**src/hdl/acomp_b_pkg.sv**
```systemverilog
// constants and types for the comparator b control and event block
package acomp_b_pkg;

    // register indices as printed and their byte addresses (index * 4)
    localparam logic [7:0]  REF_CTRL_IDX      = 8'hBD;
    localparam logic [7:0]  CTRL_STATUS_IDX   = 8'hAB;
    localparam logic [11:0] REF_CTRL_ADDR     = {2'b00, REF_CTRL_IDX, 2'b00};
    localparam logic [11:0] CTRL_STATUS_ADDR  = {2'b00, CTRL_STATUS_IDX, 2'b00};
    // interrupt enable, sticky status and write-only clear
    localparam logic [11:0] INT_ENABLE_ADDR   = 12'h000;
    localparam logic [11:0] INT_STATUS_ADDR   = 12'h004;
    localparam logic [11:0] INT_CLEAR_ADDR    = 12'h008;

    // field positions
    localparam int          EVENT_FLAG_BIT    = 4;
    localparam int          IRQ_B_BIT         = 6;

    // reset values
    localparam logic [7:0]  CTRL_STATUS_RESET = 8'hC0;
    localparam logic [7:0]  REF_CTRL_RESET    = 8'h00;
    localparam logic [7:0]  INT_ENABLE_RESET  = 8'h00;

    // axi response codes
    localparam logic [1:0]  RESP_OKAY         = 2'b00;
    localparam logic [1:0]  RESP_SLVERR       = 2'b10;

    // event mode encodings
    localparam logic [2:0]  MODE_LOW          = 3'b000;
    localparam logic [2:0]  MODE_RISE         = 3'b001;
    localparam logic [2:0]  MODE_DEB_TOGGLE   = 3'b010;
    localparam logic [2:0]  MODE_DEB_RISE     = 3'b011;
    localparam logic [2:0]  MODE_FALL         = 3'b100;
    localparam logic [2:0]  MODE_TOGGLE       = 3'b101;
    localparam logic [2:0]  MODE_DEB_FALL     = 3'b110;
    localparam logic [2:0]  MODE_HIGH         = 3'b111;

    // negative channel code that uses an external pin (pin index 2)
    localparam logic [1:0]  NEG_PIN_CODE      = 2'b00;
    localparam int          NEG_PIN_INDEX     = 2;
    localparam int          PIN_COUNT         = 4;

    // control and status register layout
    typedef struct packed {
        logic [1:0] pos_channel_sel_b;
        logic       input_connect_b;
        logic       event_flag_b;
        logic       comparator_enable_b;
        logic [2:0] event_mode_b_sel;
    } ctrl_status_t;

    // reference control register layout
    typedef struct packed {
        logic       output_copy_b;
        logic       output_copy_a;
        logic [1:0] neg_channel_sel_b;
        logic [1:0] comparator_clock_sel;
        logic [1:0] neg_channel_sel_a;
    } ref_ctrl_t;

    // sampler state
    typedef struct packed {
        logic sync1;
        logic sync2;
        logic tick_sample;
        logic debounced;
    } sampler_state_t;

    localparam sampler_state_t SAMPLER_RESET = '0;

    // state of the top module, apart from the comparator a sync and the sampler
    typedef struct packed {
        ctrl_status_t ctrl;
        ref_ctrl_t    refc;
        logic [7:0]   ie;
        logic         prev_live;
        logic         prev_deb;
        logic         connect_q;
        logic         comp_out_q;
        logic [3:0]   dig_dis_q;
        logic         irq_q;
        logic         awready;
        logic         wready;
        logic         aw_held;
        logic         w_held;
        logic [11:0]  aw_addr;
        logic [7:0]   wdata;
        logic         wlane0;
        logic         bvalid;
        logic [1:0]   bresp;
        logic         arready;
        logic         rvalid;
        logic [7:0]   rdata;
        logic [1:0]   rresp;
    } top_state_t;

    localparam top_state_t TOP_RESET = '{
        ctrl:      ctrl_status_t'(CTRL_STATUS_RESET),
        refc:      ref_ctrl_t'(REF_CTRL_RESET),
        ie:        INT_ENABLE_RESET,
        awready:   1'b1,
        wready:    1'b1,
        arready:   1'b1,
        default:   '0
    };

endpackage

```
**src/hdl/acomp_b_sampler.sv**
```systemverilog
// synchroniser and timer-paced debouncer for one comparator output
`timescale 1ns/1ps
module acomp_b_sampler
    import acomp_b_pkg::*;
(
    input  wire logic aclk,
    input  wire logic aclken,
    input  wire logic aresetn,
    input  wire logic raw_in,
    input  wire logic sample_tick,
    output logic      live,
    output logic      debounced
);
    import acomp_b_pkg::*;

    sampler_state_t s;
    sampler_state_t n;

    // two-stage sync, then accept a value seen on two ticks in a row
    always_comb
    begin
        n = s;
        n.sync1 = raw_in;
        n.sync2 = s.sync1;
        if (sample_tick)
        begin
            n.tick_sample = s.sync2;
            if (s.tick_sample == s.sync2)
            begin
                n.debounced = s.sync2;
            end
        end
    end

    // state register with clock enable
    always_ff @(posedge aclk)
    begin
        if (!aresetn)
        begin
            s <= SAMPLER_RESET;
        end
        else if (aclken)
        begin
            s <= n;
        end
    end

    assign live      = s.sync2;
    assign debounced = s.debounced;

endmodule

```
**src/hdl/acomp_b_ctrl.sv**
```systemverilog
// control registers and event logic of analog comparator b
//
// Overview of operation
// Software clears the connect bit before changing either channel select.
// The selected analog pins reach the comparator only while connect is 1.
// The event flag sets only when enabled and the chosen mode condition holds.
// Hardware never clears the event flag; software clears it.
// The flag becomes an interrupt only while enable register bit 6 is set.
// With the enable bit clear the output reads low and no events occur.
// While enabled, digital inputs of the pins in use are disabled.
// Mode codes: low, rise, deb toggle, deb rise, fall, toggle, deb fall, high.
// Debounced modes are paced by timer 1, which software keeps running.
// A readable bit holds the raw comparator b output on the system clock.
// Edges compare the current sample with the one a cycle earlier.
`timescale 1ns/1ps
module acomp_b_ctrl
    import acomp_b_pkg::*;
(
    input  wire logic        aclk,
    input  wire logic        aclken,
    input  wire logic        aresetn,
    input  wire logic [11:0] s_axi_awaddr,
    input  wire logic        s_axi_awvalid,
    output logic             s_axi_awready,
    input  wire logic [31:0] s_axi_wdata,
    input  wire logic [3:0]  s_axi_wstrb,
    input  wire logic        s_axi_wvalid,
    output logic             s_axi_wready,
    output logic [1:0]       s_axi_bresp,
    output logic             s_axi_bvalid,
    input  wire logic        s_axi_bready,
    input  wire logic [11:0] s_axi_araddr,
    input  wire logic        s_axi_arvalid,
    output logic             s_axi_arready,
    output logic [31:0]      s_axi_rdata,
    output logic [1:0]       s_axi_rresp,
    output logic             s_axi_rvalid,
    input  wire logic        s_axi_rready,
    input  wire logic        comp_b_raw,
    input  wire logic        comp_a_raw,
    input  wire logic        timer1_overflow,
    output logic             input_connect_b,
    output logic [1:0]       pos_channel_sel_b,
    output logic [1:0]       neg_channel_sel_b,
    output logic             comparator_enable_b,
    output logic             comp_b_out,
    output logic [3:0]       digital_input_disable,
    output logic             irq
);
    import acomp_b_pkg::*;

    top_state_t  s;
    top_state_t  n;
    logic        live_b;
    logic        deb_b;
    logic        live_a;
    logic        comp_a_s1;
    logic        comp_a_s2;
    logic        cur_live;
    logic        cur_deb;
    logic        mode_hit;
    logic        event_b;
    logic        flag_clr;
    logic        wr_fire;
    logic        wr_ok;
    logic [7:0]  rd_val;
    logic        rd_ok;
    logic [3:0]  pin_use;

    // comparator b sampling, debounce paced by the timer 1 overflow
    acomp_b_sampler u_sampler_b (
        .aclk        (aclk),
        .aclken      (aclken),
        .aresetn     (aresetn),
        .raw_in      (comp_b_raw),
        .sample_tick (timer1_overflow),
        .live        (live_b),
        .debounced   (deb_b)
    );

    // comparator a is only mirrored, two-stage sync
    always_ff @(posedge aclk)
    begin
        if (!aresetn)
        begin
            comp_a_s1 <= 1'b0;
            comp_a_s2 <= 1'b0;
        end
        else if (aclken)
        begin
            comp_a_s1 <= comp_a_raw;
            comp_a_s2 <= comp_a_s1;
        end
    end
    assign live_a = comp_a_s2;

    // gated comparator value, low while disabled
    assign cur_live = s.ctrl.comparator_enable_b & live_b;
    assign cur_deb  = s.ctrl.comparator_enable_b & deb_b;

    // mode condition against the sample one cycle older
    always_comb
    begin
        case (s.ctrl.event_mode_b_sel)
            MODE_LOW:        mode_hit = ~cur_live;
            MODE_RISE:       mode_hit = cur_live & ~s.prev_live;
            MODE_DEB_TOGGLE: mode_hit = cur_deb ^ s.prev_deb;
            MODE_DEB_RISE:   mode_hit = cur_deb & ~s.prev_deb;
            MODE_FALL:       mode_hit = ~cur_live & s.prev_live;
            MODE_TOGGLE:     mode_hit = cur_live ^ s.prev_live;
            MODE_DEB_FALL:   mode_hit = ~cur_deb & s.prev_deb;
            MODE_HIGH:       mode_hit = cur_live;
            default:         mode_hit = 1'b0;
        endcase
    end

    // events only while enabled
    assign event_b = s.ctrl.comparator_enable_b & mode_hit;

    // pins in use: the positive channel pin, and pin 2 when the minus side selects NEG_PIN_CODE
    genvar gi;
    generate
        for (gi = 0; gi < PIN_COUNT; gi++)
        begin : g_pin
            assign pin_use[gi] =
                (s.ctrl.pos_channel_sel_b == 2'(gi)) |
                ((gi == NEG_PIN_INDEX) &&
                 (s.refc.neg_channel_sel_b == NEG_PIN_CODE));
        end
    endgenerate

    // write decode of the held address and data
    assign wr_fire = s.aw_held & s.w_held & ~s.bvalid;
    always_comb
    begin
        wr_ok    = 1'b1;
        flag_clr = 1'b0;
        if (s.aw_addr == CTRL_STATUS_ADDR)
        begin
            flag_clr = s.wlane0 & ~s.wdata[EVENT_FLAG_BIT];
        end
        else if (s.aw_addr == INT_CLEAR_ADDR)
        begin
            flag_clr = s.wlane0 & s.wdata[IRQ_B_BIT];
        end
        else if (s.aw_addr == REF_CTRL_ADDR)
        begin
            wr_ok = 1'b1;
        end
        else if (s.aw_addr == INT_ENABLE_ADDR)
        begin
            wr_ok = 1'b1;
        end
        else if (s.aw_addr == INT_STATUS_ADDR)
        begin
            wr_ok = 1'b1; // read-only, write ignored
        end
        else
        begin
            wr_ok = 1'b0;
        end
        flag_clr = flag_clr & wr_fire;
    end

    // read decode
    always_comb
    begin
        rd_val = 8'h00;
        rd_ok  = 1'b1;
        if (s_axi_araddr == CTRL_STATUS_ADDR)
        begin
            rd_val = s.ctrl;
        end
        else if (s_axi_araddr == REF_CTRL_ADDR)
        begin
            rd_val = s.refc;
        end
        else if (s_axi_araddr == INT_ENABLE_ADDR)
        begin
            rd_val = s.ie;
        end
        else if (s_axi_araddr == INT_STATUS_ADDR)
        begin
            rd_val[IRQ_B_BIT] = s.ctrl.event_flag_b;
        end
        else if (s_axi_araddr == INT_CLEAR_ADDR)
        begin
            rd_val = 8'h00; // write-only
        end
        else
        begin
            rd_ok = 1'b0;
        end
    end

    // next state
    always_comb
    begin
        n = s;

        // raw output copies, the comparator b copy forced low when disabled
        n.refc.output_copy_b = cur_live;
        n.refc.output_copy_a = live_a;
        n.prev_live          = cur_live;
        n.prev_deb           = cur_deb;

        // write channels, taken in either order
        if (s_axi_awvalid && s.awready)
        begin
            n.aw_held = 1'b1;
            n.aw_addr = s_axi_awaddr;
        end
        if (s_axi_wvalid && s.wready)
        begin
            n.w_held = 1'b1;
            n.wdata  = s_axi_wdata[7:0];
            n.wlane0 = s_axi_wstrb[0];
        end
        if (wr_fire)
        begin
            n.aw_held = 1'b0;
            n.w_held  = 1'b0;
            n.bvalid  = 1'b1;
            n.bresp   = wr_ok ? RESP_OKAY : RESP_SLVERR;
            if (s.wlane0 && s.aw_addr == CTRL_STATUS_ADDR)
            begin
                n.ctrl.pos_channel_sel_b   = s.wdata[7:6];
                n.ctrl.input_connect_b     = s.wdata[5];
                n.ctrl.comparator_enable_b = s.wdata[3];
                n.ctrl.event_mode_b_sel    = s.wdata[2:0];
            end
            else if (s.wlane0 && s.aw_addr == REF_CTRL_ADDR)
            begin
                n.refc.neg_channel_sel_b    = s.wdata[5:4];
                n.refc.comparator_clock_sel = s.wdata[3:2];
                n.refc.neg_channel_sel_a    = s.wdata[1:0];
            end
            else if (s.wlane0 && s.aw_addr == INT_ENABLE_ADDR)
            begin
                n.ie = s.wdata;
            end
        end
        if (s.bvalid && s_axi_bready)
        begin
            n.bvalid = 1'b0;
        end
        n.awready = ~n.aw_held & ~n.bvalid;
        n.wready  = ~n.w_held & ~n.bvalid;

        // sticky flag, only software clears it, a new event wins
        n.ctrl.event_flag_b = event_b |
            (s.ctrl.event_flag_b & ~flag_clr);

        // read channel
        if (s_axi_arvalid && s.arready)
        begin
            n.arready = 1'b0;
            n.rvalid  = 1'b1;
            n.rdata   = rd_val;
            n.rresp   = rd_ok ? RESP_OKAY : RESP_SLVERR;
        end
        else if (s.rvalid && s_axi_rready)
        begin
            n.rvalid  = 1'b0;
            n.arready = 1'b1;
        end

        // pin and interrupt outputs
        n.connect_q  = s.ctrl.input_connect_b;
        n.comp_out_q = cur_live;
        n.dig_dis_q  = s.ctrl.comparator_enable_b ? pin_use : 4'h0;
        n.irq_q      = s.ctrl.event_flag_b & s.ie[IRQ_B_BIT];
    end

    // single state register for all but the comparator a sync and the sampler
    always_ff @(posedge aclk)
    begin
        if (!aresetn)
        begin
            s <= TOP_RESET;
        end
        else if (aclken)
        begin
            s <= n;
        end
    end

    // outputs straight from the state register
    assign s_axi_awready         = s.awready;
    assign s_axi_wready          = s.wready;
    assign s_axi_bvalid          = s.bvalid;
    assign s_axi_bresp           = s.bresp;
    assign s_axi_arready         = s.arready;
    assign s_axi_rvalid          = s.rvalid;
    assign s_axi_rresp           = s.rresp;
    assign s_axi_rdata           = {24'h00_0000, s.rdata};
    assign input_connect_b       = s.connect_q;
    assign pos_channel_sel_b     = s.ctrl.pos_channel_sel_b;
    assign neg_channel_sel_b     = s.refc.neg_channel_sel_b;
    assign comparator_enable_b   = s.ctrl.comparator_enable_b;
    assign comp_b_out            = s.comp_out_q;
    assign digital_input_disable = s.dig_dis_q;
    assign irq                   = s.irq_q;

endmodule

```
**config.mk**
```make
export PLATFORM = sky130hd
export DESIGN_NAME = acomp_b_ctrl
export DESIGN_NICKNAME = d
export VERILOG_FILES = /design/src/hdl/acomp_b_pkg.sv /design/src/hdl/acomp_b_sampler.sv /design/src/hdl/acomp_b_ctrl.sv
export SDC_FILE = /design/constraint.sdc
export NUM_CORES = 1
export LEC_CHECK = 0
export BUFFER_PORTS_ARGS = -buffer_cell sky130_fd_sc_hd__buf_4
export CAP_MARGIN = 30
export CORE_ASPECT_RATIO = 0.7
export CORE_UTILIZATION = 52
export CTS_BUF_LIST = sky130_fd_sc_hd__clkbuf_2 sky130_fd_sc_hd__clkbuf_4 sky130_fd_sc_hd__clkbuf_8
export DETAILED_ROUTE_END_ITERATION = 12
export PLACE_DENSITY_LB_ADDON = 0.15
export SYNTH_ARGS = -nofsm -noshare
export SYNTH_HDL_FRONTEND = slang
export SYNTH_SLANG_ARGS = --single-unit
```
**constraint.sdc**
```tcl
create_clock -name aclk -period 2.5 [get_ports aclk]
set_clock_uncertainty 0.1 [all_clocks]
set_input_delay 0.5 -clock aclk [delete_from_list [all_inputs] [get_ports aclk]]
set_output_delay 0.5 -clock aclk [all_outputs]
set_load 0.01 [all_outputs]
```
; Word level (Yosys, flattened, before mapping)
; Cells that the tools add are included.
; Widths: inputs -> output; s select.
[word_totals]
register_bits = 77
out_inout_bits = 53
[op_classes]
eq_ne = 19
mux = 27
n_bitwise = 32
reduce_logical = 24
[op_table]
columns = op, n
row1 = $eq 12x10->1 const B, 4
row2 = $eq 12x3->1 const B, 2
row3 = $eq 12x4->1 const B, 2
row4 = $logic_not 12->1, 2
row5 = $mux 8, 3
row6 = $and 1x1->1, 16
row7 = $mux 1, 16
row8 = $eq 3x3->1 const B, 4
row9 = $not 1->1, 12
row10 = $reduce_and 2->1, 6
row11 = $mux 2, 5
row12 = $logic_and 1x1->1, 8
row13 = $pmux 1 s8, 1
row14 = $eq 3x2->1 const B, 2
row15 = $reduce_and 3->1, 2
row16 = $reduce_and 5->1, 1
row17 = $eq 2x2->1 const B, 2
row18 = $logic_not 2->1, 2
row19 = $mux 4, 1
row20 = $reduce_and 4->1, 1
row21 = $eq 3x1->1 const B, 1
row22 = $logic_not 3->1, 1
row23 = $mux 3, 1
row24 = $eq 2x1->1 const B, 1
row25 = other kinds (4), 6

; Longest topological paths before layout
[logic_depth]
depth_word = 11
depth_mapped = 8
ltp_nobuf = 7

; Cells and area by module
; A second synthesis with hierarchy kept.
[unflattened]
hier_cells = 444
hier_area_um2 = 3714.8
[modules_own_cells]
columns = mod, instances, cells_each, area_each_um2, seq_area_each_um2
row1 = acomp_b_ctrl, 1, 427, 3544.6, 1421.4
row2 = acomp_b_sampler, 1, 17, 170.2, 80.1

; Worst setup path before layout
; OpenSTA, ideal clock, no wires.
[synth_path]
path_kind = input-to-reg
from = input s_axi_araddr[1]
to = register s, in the netlist s_axi_rdata[7]
t_arrival_ns = 2.056
required_ns = 2.326
slack_ns = 0.270
stages = 5
n_path_buf = 1
cell_sequence = or4_1 or4_1 clkbuf_2 or3b_1 a31oi_1
[synth_between]
elab_chain_len = 4
elab_cells_between_ends = 6
[synth_lines]
columns = item, line
row1 = "start, declared", acomp_b_ctrl.sv:32  ; input wire logic [11:0] s_axi_araddr,
row2 = $logic_not 12->1, acomp_b_ctrl.sv:178  ; else if (s_axi_araddr == INT_ENABLE_ADDR)
row3 = $mux 8, acomp_b_ctrl.sv:178
row4 = $mux 8, acomp_b_ctrl.sv:174  ; else if (s_axi_araddr == REF_CTRL_ADDR)
row5 = $mux 8 *, acomp_b_ctrl.sv:170  ; if (s_axi_araddr == CTRL_STATUS_ADDR)
row6 = "end signal, assigned", acomp_b_ctrl.sv:284  ; s <= n;
row7 = "end, declared", acomp_b_ctrl.sv:52  ; top_state_t s;
; Every way passes the cells marked *; elsewhere a longest branch is shown, timed or not.
; A chain may end at the register's enable or synchronous reset.

; Worst setup path in the final report
[layout_path]
from = register s[27] (netlist bit)
to = register s[69] (netlist bit)
[layout_between]
elab_chain_len = 7
elab_cells_between_ends = 8
[layout_lines]
columns = item, line
row1 = $eq 12x4->1, acomp_b_ctrl.sv:142  ; else if (s.aw_addr == INT_CLEAR_ADDR)
row2 = $mux 1, acomp_b_ctrl.sv:142
row3 = $mux 1 *, acomp_b_ctrl.sv:138  ; if (s.aw_addr == CTRL_STATUS_ADDR)
row4 = $and 1x1->1 *, acomp_b_ctrl.sv:162  ; flag_clr = flag_clr & wr_fire;
row5 = $not 1->1 *, acomp_b_ctrl.sv:252  ; (s.ctrl.event_flag_b & ~flag_clr);
row6 = $and 1x1->1 *, acomp_b_ctrl.sv:252
row7 = $or 1x1->1 *, acomp_b_ctrl.sv:251  ; n.ctrl.event_flag_b = event_b |
; Marked as above.

==> flow_summary.yaml <==
status:
  status: "finished clean"
sta:
  relSlewSlack: 0.649
  post-route-period-util: 0.865
  rsz0062_at_grt: "false"
  setup_violations: 0
  timing.fmax_mhz: 463
  min_period_ns: 2.16
  report.final.slew_viol_count: 0
  setup_tns_ns: 0
  tightest_slew_ns: 0.527
  hold_viol_final: 0
placement:
  dp_hpwl_mm: 6.10
  placed_area_sq_um: 4100
  dp_cells: 567
  routabilityCongestion: 0.804
  portBuffers: 70
layout:
  regArea_sq_um: 1500
  diodes: 0
  num-fill-cells: 610
  drive_above_1_share: 0.211
  instances_no_fill: 582
  fin_util: 0.627
  nNetsFinal: 558
  area.growth.synth_to_final_pct: 15.5
  fin_area_sq_um: 4300
  multiInputGateArea_sq_um: 1850
logic_synthesis:
  synth-edff-count: 0
  ys_warn_count: 0
  synth_top_area_frac: 0.403
  synth.largest_area_cell: "dfxtp_1"
  synth_seq_cells: 75
  synth_area_sq_um: 3720
  syn-mean-instance-area_sq_um: 8.46
  ys_types: 46
  synth_cells: 440
  synth_flop_cell: "dfxtp_1"
  synth_area_leaders: "dfxtp_1 40%, buf_4 8.9%, nand2_1 8.0%"
  yosys-top-cells-count: "79 x nand2_1, 75 x dfxtp_1, 44 x buf_4, 35 x a21boi_0, 24 x clkbuf_1"
  yosysSeqAreaShare: 0.403
  yosysMostFrequentCell: "nand2_1"
  async_flop_share: 0
grt:
  track_usage: 0.235
  antenna_found_initial: 0
  grt_overflow_total: 0
  grt_max_degree: 55
  grt_pass1_vias: 2805
  grt_first_pass_wirelength_mm: 13.4
setup_path:
  critPathRequiredTime_ns: 2.64
  end_kind: "flip-flop"
  worst_setup_path_start_kind: "flip-flop"
  slowest_delay_ns: 0.47
  slowest_stage: "dfxtp_1"
  crit_path_cell_trace: "or3b_1, or4_1, a221o_1, a32o_1"
  cp.arrival_ns: 2.30
  critPathMaxFanout: 8
  critPathKind: "reg2reg"
  worst-path-buf-inv: 0
  critPathTopFamily: "simple AND/OR/NAND/NOR gates"
clocking:
  clkTransAtPathRegs_ns: 0.08
  cts_hold_buf: 0
  cts_max_level: 3
  cts-buffers-inserted: 9
  clk_path_buf_depth: 2
  cts.sinks: 75
  ctsResizeCount: 0
  cts_setup_buffers: 0
  cts_tree: "built"
  clockRootBuffer: "clkbuf_8"
  insertion_delay_ns: 0.35
pwr:
  leakagePower_nw: 1.76
  p_total_w: 0.00245
  ir_worst_vdd_mv: 0.372
  power.density_nw_per_um2: 570
detailed_routing:
  ant_nets: 0
  num_vias: 3162
  wl_per_cell_microns: 14.3
  wirelength_mm: 8.31
  drc: 0
  avgViaCountPerCell: 5.43
  drtIter0Drc: 156
  drtPass1Iterations: 5
floorplan:
  fp.dieH_microns: 72.8
  ios: 124
  num_rows: 25
  dieArea_sq_um: 7510
  die_width_microns: 103
  start_util: 0.543
  coreArea_sq_um: 6850
flow_run:
  drv_cap: 0
worst_hold_path:
  hp-class: "in2reg"
worst paths after layout:
check | start | to | slack, ns | cells after the start
max | s[27] | s[69] | 0.34 | 4
min | s_axi_awaddr[10] | s[34] | 0.30 | 3
max reg2reg | s[27] | s[69] | 0.34 | 4
min reg2reg | s[50] | s[50] | 0.36 | 2
layout by cell type (no fill, tap or decap), types with 3 or more instances in the layout:
cell      Yosys  routed
mux2i_1      22      22
ha_1          3       3
a22oi_1       6       6
buf_4        44      80
nor3_1        7       7
a21boi_0     35      35
nand3_1      20      20
nor3b_1       7       7
o21ai_0      23      23
nand2b_1      7       7
or4_1         4       4
nor2_1        8       8
nand4_1       5       5
o221a_2       7       7
or3_1         5       5
clkbuf_8      0      11
nor4_1        3       3
inv_1         7       7
nor2b_1      11      11
dfxtp_1      75      75
a21oi_1       3       3
conb_1        1      26
and3_1        6       6
nand2_1      79      79
kinds of logic (layout without fill, tap and decap cells):
| kind of cell | after synthesis | in the layout | share of synthesized area |
|---|---|---|---|
| flops | 75 | 75 | 0.403 |
| compound gates | 90 | 90 | 0.174 |
| fa+ha+maj | 3 | 3 | 0.0101 |
| buf+inv | 79 | 102 | 0.125 |
| mux | 22 | 22 | 0.0592 |
| simple gates | 170 | 170 | 0.227 |
| other cells | 1 | 26 | 0.00101 |
worst reg2reg max path: stages (launching register included):
cell and delay [ns]:
dfxtp_1 0.47, or3b_1 0.43, or4_1 0.45, a221o_1 0.36
a32o_1 0.26
metal layers:
metal  share of wire  routed length (microns)  vias to the layer above  track usage
li1                -                        -                     1555            -
met1            0.49                     4040                     1495        0.322
met2            0.44                     3660                      102        0.361
met3           0.064                      536                       10       0.0594
met4          0.0096                       80                        0       0.0767
met5               0                        0                        -            0
per-stage QoR:
step / worst slack, ns / hold WS, ns
6_report: 0.338 / 0.303
4_1_cts: 0.349 / 0.288
3_5_place_dp: 0.0886 / 0.351
5_1_grt: 0.268 / 0.306
3_3_place_gp: 0.0986 / 0.348
2_1_floorplan: 0.270 / 0.329
sequential cells by signal (all words and copies together) (netlist names), 2 cells and up:
signal / count
s: 41
s_axi_rdata: 8
digital_input_disable: 4
neg_channel_sel_b: 2
pos_channel_sel_b: 2
final cells by class:
cell class	instances	share of cell area
clock inverters	4	0.0116
repair buffers	80	0.140
inverters	7	0.00611
multi-input cells	311	0.431
well taps	94	0.0274
flip-flops and latches	75	0.349
clock buffers	11	0.0352
power breakdown:
| group | leakage (nW) | internal, W | switching (W) |
|---|---|---|---|
| clock network | 0.0974 | 0.000508 | 0.000432 |
| registers | 0.610 | 0.00123 | 0.0000308 |
| logic | 1.05 | 0.000118 | 0.000130 |
No activity file was read; power rests on OpenSTA's default activity.
